===== src/design/keyin_pkg.sv =====
// Overview of operation
// - pin data read returns live levels
// - four enable bits, cleared at reset
// - every pin can raise interrupt, maskable
// - unmasked rising level sets shared flag
// - flag at bit two, writes ignored
// - reading flag location clears it
// - reset clears the pending flag
// - re-enabling high pin may set again
// - filter sets flag within 0.5 ms
// - unused flag bits read zero
// - peripheral clock divides by one to four
package keyin_pkg;
  localparam logic [7:0] PIN_LEVELS_ADDR  = 8'h73;
  localparam logic [7:0] IRQ_ENABLE_ADDR  = 8'h75;
  localparam logic [7:0] IRQ_FLAG_ADDR    = 8'h7a;
  localparam int         FLAG_BIT         = 2;
  localparam logic [3:0] ENABLE_RESET     = 4'h0;
  localparam logic       FLAG_RESET       = 1'b0;
  localparam int         FILTER_TIME_US   = 500;
  localparam int         FILTER_REF_KHZ   = 65;
  // longest time rounds down, in peripheral ticks
  localparam int         FILTER_TICKS     = (FILTER_TIME_US * FILTER_REF_KHZ) / 1000;
  localparam logic [1:0] DIV_BY_ONE       = 2'h0;
  localparam logic [1:0] DIV_BY_FOUR      = 2'h3;
endpackage : keyin_pkg


===== src/design/tick_if.sv =====
`timescale 1ns/10ps
interface tick_if;
  logic       tick;
  logic [1:0] divSel;
  modport src (input divSel, output tick);
  modport dst (output divSel, input tick);
endinterface : tick_if


===== src/design/input_port_with_change_interrupt.sv =====
`timescale 1ns/10ps
module input_port_with_change_interrupt
  import keyin_pkg::*;
#(
  parameter int WIDTH       = 4,
  parameter bit USE_FILTER  = 1'b1,
  parameter int FILT_TICKS  = FILTER_TICKS
) (
  input  wire logic             core_clk,
  input  wire logic             resetn,
  input  wire logic             clkEn,
  input  wire logic [WIDTH-1:0] keyInputPins,
  input  wire logic [1:0]       periphDivSelect,
  input  wire logic [7:0]       ioAddr,
  input  wire logic             ioRd,
  input  wire logic             ioWr,
  input  wire logic [3:0]       ioWrData,
  output logic      [3:0]       ioRdData,
  output logic                  irqReq
);
  // register words are four bits
  if (WIDTH != 4) begin : g_bad_width
    $error("input_port_with_change_interrupt: WIDTH must be 4");
  end

  logic [3:0] pinIrqEnableBits_r;
  logic       inputIrqPendingFlag_r;
  logic [3:0] rdData_r;
  logic       irq_r;
  logic       armed_r;
  logic       selLevels;
  logic       selEnable;
  logic       selFlag;
  logic       wrEnable;
  logic       rdFlag;
  logic [3:0] activeBits;
  logic       condRaw;
  logic       condFilt;
  logic       setEvent;
  logic       flag_nxt;
  logic [3:0] rdData_nxt;
  logic [3:0] flagWord;

  tick_if tk ();
  assign tk.divSel = periphDivSelect;

  periph_clk_div u_div (
    .core_clk (core_clk),
    .resetn   (resetn),
    .clkEn    (clkEn),
    .tk       (tk)
  );

  assign selLevels = (ioAddr == PIN_LEVELS_ADDR);
  assign selEnable = (ioAddr == IRQ_ENABLE_ADDR);
  assign selFlag   = (ioAddr == IRQ_FLAG_ADDR);
  assign wrEnable  = ioWr & selEnable;
  assign rdFlag    = ioRd & selFlag;

  // each pin gated by own enable
  genvar i;
  generate
    for (i = 0; i < 4; i++) begin : g_gate
      assign activeBits[i] = keyInputPins[i] & pinIrqEnableBits_r[i];
    end
  endgenerate
  assign condRaw = |activeBits;

  generate
    if (USE_FILTER) begin : g_filt
      key_filter #(.TICKS(FILT_TICKS)) u_filt (
        .core_clk (core_clk),
        .resetn   (resetn),
        .clkEn    (clkEn),
        .tick     (tk.tick),
        .condIn   (condRaw),
        .condOut  (condFilt)
      );
    end else begin : g_nofilt
      assign condFilt = condRaw;
    end
  endgenerate

  // rising of gated condition sets flag
  // re-enable on high pin makes new rise
  assign setEvent = condFilt & ~armed_r;
  // read clears, but a set in same cycle wins
  assign flag_nxt = setEvent | (inputIrqPendingFlag_r & ~rdFlag);

  assign flagWord = 4'(inputIrqPendingFlag_r) << FLAG_BIT;
  assign rdData_nxt = selLevels ? keyInputPins :
                      selEnable ? pinIrqEnableBits_r :
                      selFlag   ? flagWord : 4'h0;

  always_ff @(posedge core_clk) begin
    if (!resetn) begin
      pinIrqEnableBits_r    <= ENABLE_RESET;
      inputIrqPendingFlag_r <= FLAG_RESET;
      armed_r               <= 1'b0;
      rdData_r              <= 4'h0;
      irq_r                 <= 1'b0;
    end else if (clkEn) begin
      if (wrEnable) begin
        pinIrqEnableBits_r <= ioWrData;
      end
      inputIrqPendingFlag_r <= flag_nxt;
      armed_r               <= condFilt;
      if (ioRd) begin
        rdData_r <= rdData_nxt;
      end
      irq_r <= flag_nxt;
    end
  end

  assign ioRdData = rdData_r;
  assign irqReq   = irq_r;
endmodule : input_port_with_change_interrupt


===== src/design/periph_clk_div.sv =====
`timescale 1ns/10ps
module periph_clk_div
  import keyin_pkg::*;
(
  input  wire logic core_clk,
  input  wire logic resetn,
  input  wire logic clkEn,
  tick_if.src       tk
);
  logic [1:0] cnt_r;
  logic [1:0] cnt_nxt;
  logic       wrap;
  logic       tick_r;
  assign wrap    = (cnt_r >= tk.divSel);
  assign cnt_nxt = wrap ? 2'h0 : cnt_r + 2'h1;
  assign tk.tick = tick_r;
  always_ff @(posedge core_clk) begin
    if (!resetn) begin
      cnt_r  <= 2'h0;
      tick_r <= 1'b0;
    end else if (clkEn) begin
      cnt_r  <= cnt_nxt;
      tick_r <= wrap;
    end
  end
endmodule : periph_clk_div


===== src/design/key_filter.sv =====
`timescale 1ns/10ps
module key_filter
  import keyin_pkg::*;
#(
  parameter int TICKS = FILTER_TICKS
) (
  input  wire logic core_clk,
  input  wire logic resetn,
  input  wire logic clkEn,
  input  wire logic tick,
  input  wire logic condIn,
  output logic      condOut
);
  // counter is eight bits wide
  if (TICKS < 1 || TICKS > 255) begin : g_bad_ticks
    $error("key_filter: TICKS out of range");
  end
  logic [7:0] cnt_r;
  logic       out_r;
  logic       stable;
  // half the window, so set lands inside 0.5 ms
  localparam logic [7:0] HALF = 8'((TICKS + 1) / 2);
  assign stable  = (cnt_r >= HALF);
  assign condOut = out_r;
  always_ff @(posedge core_clk) begin
    if (!resetn) begin
      cnt_r <= 8'h00;
      out_r <= 1'b0;
    end else if (clkEn) begin
      if (condIn == out_r) begin
        cnt_r <= 8'h00;
      end else if (tick) begin
        if (stable) begin
          out_r <= condIn;
          cnt_r <= 8'h00;
        end else begin
          cnt_r <= cnt_r + 8'h01;
        end
      end
    end
  end
endmodule : key_filter


===== config.mk =====
export PLATFORM = sky130hd
export DESIGN_NAME = input_port_with_change_interrupt
export DESIGN_NICKNAME = d
export VERILOG_FILES = /design/src/design/keyin_pkg.sv /design/src/design/tick_if.sv /design/src/design/input_port_with_change_interrupt.sv /design/src/design/periph_clk_div.sv /design/src/design/key_filter.sv
export SDC_FILE = /design/constraint.sdc
export NUM_CORES = 1
export LEC_CHECK = 0
export ABC_CLOCK_PERIOD_IN_PS = 2180
export CORE_MARGIN = 1
export CORE_UTILIZATION = 30
export CTS_CLUSTER_DIAMETER = 60
export DETAILED_ROUTE_END_ITERATION = 16
export DONT_BUFFER_PORTS = 1
export HOLD_SLACK_MARGIN = 0.12
export SLEW_MARGIN = 20
export SYNTH_ARGS = -nofsm -noshare
export SYNTH_HDL_FRONTEND = slang
export SYNTH_HIERARCHICAL = 1
export SYNTH_SLANG_ARGS = --single-unit

===== constraint.sdc =====
create_clock -name core_clk -period 2.18 [get_ports core_clk]
set_input_delay 0.327 -clock core_clk [delete_from_list [all_inputs] [get_ports core_clk]]
set_output_delay 0.327 -clock core_clk [all_outputs]
set_load 0.02 [all_outputs]

==> results.json, run 1 <==
{
  "cp_num_buf_inv": 0,
  "postSynthCellCount": 129,
  "die_h_um": 64.2,
  "drt_wl_total_um": 2510,
  "grt_pass1_wl_um": 4310,
  "crit_end": "g_filt.u_filt/cnt_r[4]",
  "synthAdderAreaFrac": 0.0431,
  "gp_congestion": 0.732,
  "use_met3": 0.0321,
  "antenna_cells": 0,
  "drc": 0,
  "syn_to_final_growth_pct": 8.50,
  "fin_worst_skew_ns": 0.00124,
  "crit_arrival_ns": 1.87,
  "p_per_area_nw_per_um2": 608,
  "setup_viol": 0,
  "crit_path_cell_trace": "a22oi_1, nand2_1, xnor2_2, o21ai_2, or3_1, a21boi_1",
  "htreeDepth": 1,
  "grt_max_degree": 21,
  "async_reset_ff_frac": 0,
  "cpLargestDelayFamily": "simple AND/OR/NAND/NOR gates",
  "fillers": 396,
  "synth-simple-area-share": 0.266,
  "synth.avg_cell_area_um2": 9.01,
  "yosysUniqueCellTypes": 47,
  "fp-row-count": 22,
  "status": "finished, final reports clean",
  "fmax_ghz": 0.598,
  "synth_compound_area_frac": 0.240,
  "drtIter0Drc": 22,
  "finalHoldViolCount": 0,
  "drive_gt1_frac": 0.0846,
  "post-cts-setup-buffer-count": 0,
  "period_share": 0.767,
  "tns_ns": 0,
  "fin_crit_ns": 1.67,
  "path_clk_slew_ns": 0.08,
  "start_util": 0.315,
  "port_buffers": 0,
  "grt_pass1_vias": 1013,
  "synth_top_family_by_area": "simple AND/OR/NAND/NOR gates",
  "globalRouteMet2Util": 0.247,
  "crit_path_start_kind": "flip-flop",
  "relSlewSlack": 0.719,
  "grt_usage": 0.131,
  "yosysSeqAreaShare": 0.379,
  "min_path_type": "in -> reg",
  "crit_start": "pinIrqEnableBits_r[0]",
  "rsz0062_at_grt": "no",
  "worstSetupEndpointType": "flip-flop",
  "worstSetupPathType": "reg -> reg",
  "syn-cell-area_um2": 1160,
  "synth_area_leaders": "dfxtp_1, a21oi_1, ha_1",
  "cp.required_ns": 2.37,
  "r2r_start": "pinIrqEnableBits_r[0]",
  "fin_nets": 158,
  "fp.coreArea_um2": 3690,
  "wl_per_cell_um": 14.1,
  "cp_num_cells": 6,
  "ir_worst_vdd_mv": 0.358,
  "hpwlAfterDp_um": 1930,
  "vias": 1000,
  "ys_ff_latch": 22,
  "ys_warn_count": 6,
  "die_x_um": 64.2,
  "cts.sinks": 22,
  "slowest_stage": "or3_1",
  "r2r-end": "g_filt.u_filt/cnt_r[4]",
  "routed_via_density": 5.62,
  "clockRootBuffer": "clkbuf_8",
  "reg2reg_depth": 6,
  "globalRouteMet1Util": 0.141,
  "clock_path_buffers": 2,
  "cp_max_fo": 9,
  "worst_skew_pair.late_latency_ns": 0.26,
  "yosys.area.top_type_share": 0.379,
  "p_leak_uw": 0.000441,
  "maxCapViolations": 0,
  "busiest_layer": "met2",
  "yosys.area.top_type": "dfxtp_1",
  "r2r_slack_ns": 0.51,
  "cts_resized": 0,
  "worst_pin_slew_ns": 0.421,
  "cts_hold_buffers": 0,
  "ys.flop_type": "dfxtp_1",
  "grt_overflow": 0,
  "synth-edff-count": 0,
  "yosys-mux-area-fraction": 0.0172,
  "antenna_found_initial": 0,
  "dieArea_um2": 4130,
  "slowest_delay_ns": 0.38,
  "slew_viol_final": 0,
  "postRouteAntennaNets": 0,
  "fin_hold_ws_ns": 0.199,
  "cts_tree": "done",
  "synth_xor_area_frac": 0.0215,
  "ios": 28,
  "cts_buffers": 3,
  "syn_nets": 156,
  "dr.pass1.iters": 4
}
-- placed cells by master (no fill, tap or decap), types with 2 or more instances in the layout --
| cell | Yosys | final |
|---|---|---|
| nand3_1 | 6 | 6 |
| or2b_1 | 2 | 2 |
| a31oi_1 | 5 | 5 |
| clkbuf_8 | 0 | 4 |
| a21boi_1 | 3 | 3 |
| and4bb_2 | 2 | 2 |
| nand2b_1 | 5 | 5 |
| a21oi_1 | 11 | 11 |
| and3_1 | 3 | 3 |
| o21ai_0 | 4 | 4 |
| nor3b_1 | 2 | 2 |
| ha_1 | 4 | 4 |
| o31ai_1 | 4 | 4 |
| dfxtp_1 | 22 | 22 |
| inv_1 | 6 | 6 |
| nand2_1 | 8 | 8 |
| mux2i_1 | 2 | 2 |
| nand4_1 | 5 | 5 |
| a22oi_1 | 2 | 2 |
| nand3b_1 | 3 | 3 |
| nor2_1 | 3 | 3 |
-- layer usage --
layer	routed length, µm	part of all wire
met3	132	0.053
met1	1050	0.42
met2	1310	0.52
met4	25	0.010
met5	0	0
-- power breakdown --
part	total [µW]	internal (µW)	switching, µW	leakage (µW)
clock network	291	161	130	0.0000288
registers	421	410	11.6	0.000178
logic	55.2	25.0	30.2	0.000234
total	767	596	172	0.000441
-- logic make-up (layout without fill, tap and decap cells) --
group                    Yosys count  after routing
flip-flops                        22             22
XOR/XNOR                           2              2
multiplexers                       2              2
AND/OR/NAND/NOR                   49             49
AO/OA/AOI/OAI                     41             41
adder cells (fa/ha/maj)            4              4
buffers and inverters              9             10
-- final cells by class --
cell class | count | area, µm² | share of cell area
clock buffer | 4 | 55.1 | 0.0437
inverter | 6 | 22.5 | 0.0179
multi-input combinational | 98 | 683 | 0.542
sequential | 22 | 440 | 0.349
tap | 48 | 60.1 | 0.0476
-- synth_stat cells, types with 2 or more instances --
| master | count |
|---|---|
| a21boi_1 | 3 |
| a21oi_1 | 11 |
| a22oi_1 | 2 |
| a31oi_1 | 5 |
| and3_1 | 3 |
| and4bb_2 | 2 |
| dfxtp_1 | 22 |
| ha_1 | 4 |
| inv_1 | 6 |
| mux2i_1 | 2 |
| nand2_1 | 8 |
| nand2b_1 | 5 |
| nand3_1 | 6 |
| nand3b_1 | 3 |
| nand4_1 | 5 |
| nor2_1 | 3 |
| nor3b_1 | 2 |
| o21ai_0 | 4 |
| o31ai_1 | 4 |
| or2b_1 | 2 |
-- per-stage QoR --
| stage | power, µW | util | cell area [µm²] | setup slack, ns | instances |
|---|---|---|---|---|---|
| 5_1_grt | 801 | 0.342 | 1260 | 0.376 | 178 |
| 6_report | 767 | 0.342 | 1260 | 0.508 | 178 |
| 3_3_place_gp | 482 | 0.327 | 1210 | 0.554 | 174 |
| 4_1_cts | 776 | 0.342 | 1260 | 0.468 | 178 |
| 3_5_place_dp | 485 | 0.327 | 1210 | 0.471 | 174 |
| 2_1_floorplan | 476 | - | 1160 | 0.664 | 129 |
-- how the worst min path moves through the flow --
stage                           start                     end  slack [ns]  depth (start not counted)
3_3_place_gp   g_filt.u_filt/cnt_r[4]  g_filt.u_filt/cnt_r[4]        0.46                          2
5_1_grt                        resetn           u_div/tk.tick        0.20                          2
6_report                       resetn           u_div/tk.tick        0.20                          2
4_1_cts                        resetn           u_div/tk.tick        0.19                          2
2_1_floorplan  g_filt.u_filt/cnt_r[4]  g_filt.u_filt/cnt_r[4]        0.44                          2
3_5_place_dp                   resetn   g_filt.u_filt/condOut        0.47                          1
-- flip-flops by register name, summed over array words and instances, names as in the netlist --
register and flops:
u_div/cnt_r 2, ioRdData 4, g_filt.u_filt/condOut 1, pinIrqEnableBits_r 4
armed_r 1, g_filt.u_filt/cnt_r 8, irqReq 1, u_div/tk.tick 1
Power figures use the tool's default switching activity.
==> run 2, diff against run 1 <==
- ABC_CLOCK_PERIOD_IN_PS: 2180 -> 1700
- clock period: 2.18 -> 1.7 ns (I/O delays scaled with it)
==> run 2 against run 1 <==
Against the previous run:
- critical path depth unchanged
- sequential power up 29%
- first-iteration DRC count down 27%
- clock skew about the same
- core utilization down 0.17 points
- routed wire length down 1.5%
- clock power up 5%
- critical endpoint unchanged
- flip-flop and latch count unchanged
- cell count unchanged
- critical path type unchanged
- non-clock buffer count up 1
- fmax up 5.1%
- final area down 0.50%
==> results.json, run 2 (synthesized netlist as in run 1, its figures left out) <==
{
  "worst_skew_pair.late_latency_ns": 0.25,
  "vias": 1011,
  "clock_path_buffers": 2,
  "maxCapViolations": 0,
  "r2r_start": "pinIrqEnableBits_r[0]",
  "p_leak_uw": 0.000439,
  "grt_pass1_vias": 1019,
  "syn_to_final_growth_pct": 7.97,
  "finalHoldViolCount": 0,
  "tns_ns": 0,
  "grt_max_degree": 21,
  "dp_slack_ns": 0.121,
  "slew_viol_final": 0,
  "grt_overflow": 0,
  "post-cts-setup-buffer-count": 0,
  "slowest_stage": "or3_1",
  "layout_commonest_cell": "dfxtp_1",
  "port_buffers": 0,
  "path_clk_slew_ns": 0.07,
  "rsz0062_at_grt": "no",
  "fin_crit_ns": 1.59,
  "worstSetupEndpointType": "flip-flop",
  "min_path_type": "in -> reg",
  "ios": 28,
  "crit_path_start_kind": "flip-flop",
  "cts_resized": 0,
  "setup_ws_ns": 0.109,
  "antenna_cells": 0,
  "clockRootBuffer": "clkbuf_8",
  "fp.coreArea_um2": 3690,
  "crit_arrival_ns": 1.78,
  "worstSetupPathType": "reg -> reg",
  "grt_pass1_wl_um": 4280,
  "crit_path_cell_trace": "a22oi_1, nand2_1, xnor2_2, o21ai_2, or3_1, a21boi_1",
  "crit_start": "pinIrqEnableBits_r[0]",
  "wl_per_cell_um": 13.9,
  "slowest_delay_ns": 0.36,
  "dr.pass1.iters": 4,
  "die_h_um": 64.2,
  "hp-start": "resetn",
  "drive_gt1_frac": 0.0846,
  "cts_buffers": 3,
  "drt_wl_total_um": 2470,
  "hpwlAfterDp_um": 1950,
  "fin_nets": 159,
  "cts_hold_buffers": 0,
  "routed_via_density": 5.68,
  "fin_worst_skew_ns": 0.00107,
  "grt_usage": 0.131,
  "die_x_um": 64.2,
  "setup_viol": 0,
  "cp.required_ns": 1.89,
  "status": "finished, final reports clean",
  "cp_max_fo": 4,
  "worst_pin_slew_ns": 0.421,
  "top_register": "g_filt.u_filt/cnt_r",
  "p_per_area_nw_per_um2": 731,
  "start_util": 0.315,
  "postRouteAntennaNets": 0,
  "fmax_ghz": 0.629,
  "antenna_found_initial": 0,
  "gp_congestion": 0.773,
  "mostFrequentLayoutCells": "dfxtp_1, a21oi_1, nand2_1",
  "htreeDepth": 1,
  "ir_worst_vdd_mv": 0.443,
  "fp-row-count": 22,
  "cts.sinks": 22,
  "drtIter0Drc": 16,
  "drc": 0,
  "cts_tree": "done",
  "largest_register_ffs": 8,
  "dieArea_um2": 4130,
  "relSlewSlack": 0.719,
  "period_share": 0.936
}
==> run 2: changes by cell type in the layout (fill, tap and decap cells not counted) <==
cell / change
clkbuf_8: -1
buf_4: +1
==> run 2: per-layer routing <==
metal	track usage	wire length, µm	up-vias
li1	-	-	497
met1	0.135	1030	485
met2	0.249	1270	26
met3	0.0393	146	3
met4	0.0417	21	0
met5	0	0	-
==> run 2: stage by stage <==
stage / total power [µW] / instances / area [µm²] / hold slack [ns] / util
3_3_place_gp: 620 / 175 / 1210 / 0.389 / 0.329
6_report: 918 / 178 / 1250 / 0.136 / 0.340
3_5_place_dp: 625 / 175 / 1210 / 0.395 / 0.329
5_1_grt: 970 / 178 / 1250 / 0.132 / 0.340
2_1_floorplan: 610 / 129 / 1160 / 0.391 / -
4_1_cts: 934 / 178 / 1250 / 0.125 / 0.340
==> run 2: path summary, 6_finish.rpt <==
check | cells past startpoint | to | slack (ns)
hold reg to reg | 2 | g_filt.u_filt/cnt_r[4] | 0.47
setup / recovery | 6 | g_filt.u_filt/cnt_r[4] | 0.11
setup reg to reg | 6 | g_filt.u_filt/cnt_r[4] | 0.11
hold / removal | 1 | g_filt.u_filt/condOut | 0.14
==> run 2: cell type report <==
| class | count | area [µm²] |
|---|---|---|
| fill | 405 | 2430 |
| multi-input combinational | 98 | 683 |
| clock buffer | 3 | 41.3 |
| inverter | 6 | 22.5 |
| tap | 48 | 60.1 |
| timing repair buffer | 1 | 7.51 |
| sequential | 22 | 440 |
==> run 2: worst max-delay path: cells and delay by family, from the launching register on <==
kind | cells | cell delay [ns]
xor gates and xnor gates | 1 | 0.27
DFF | 1 | 0.33
and+or+nand+nor | 2 | 0.52
AOI/OAI and AO/OA | 3 | 0.41
==> run 2: where the power goes <==
part / switching [µW] / internal (µW) / leakage, µW
Clock: 148 / 158 / 0.0000216
Combinational: 38.6 / 33.4 / 0.000239
Sequential: 14.8 / 526 / 0.000178
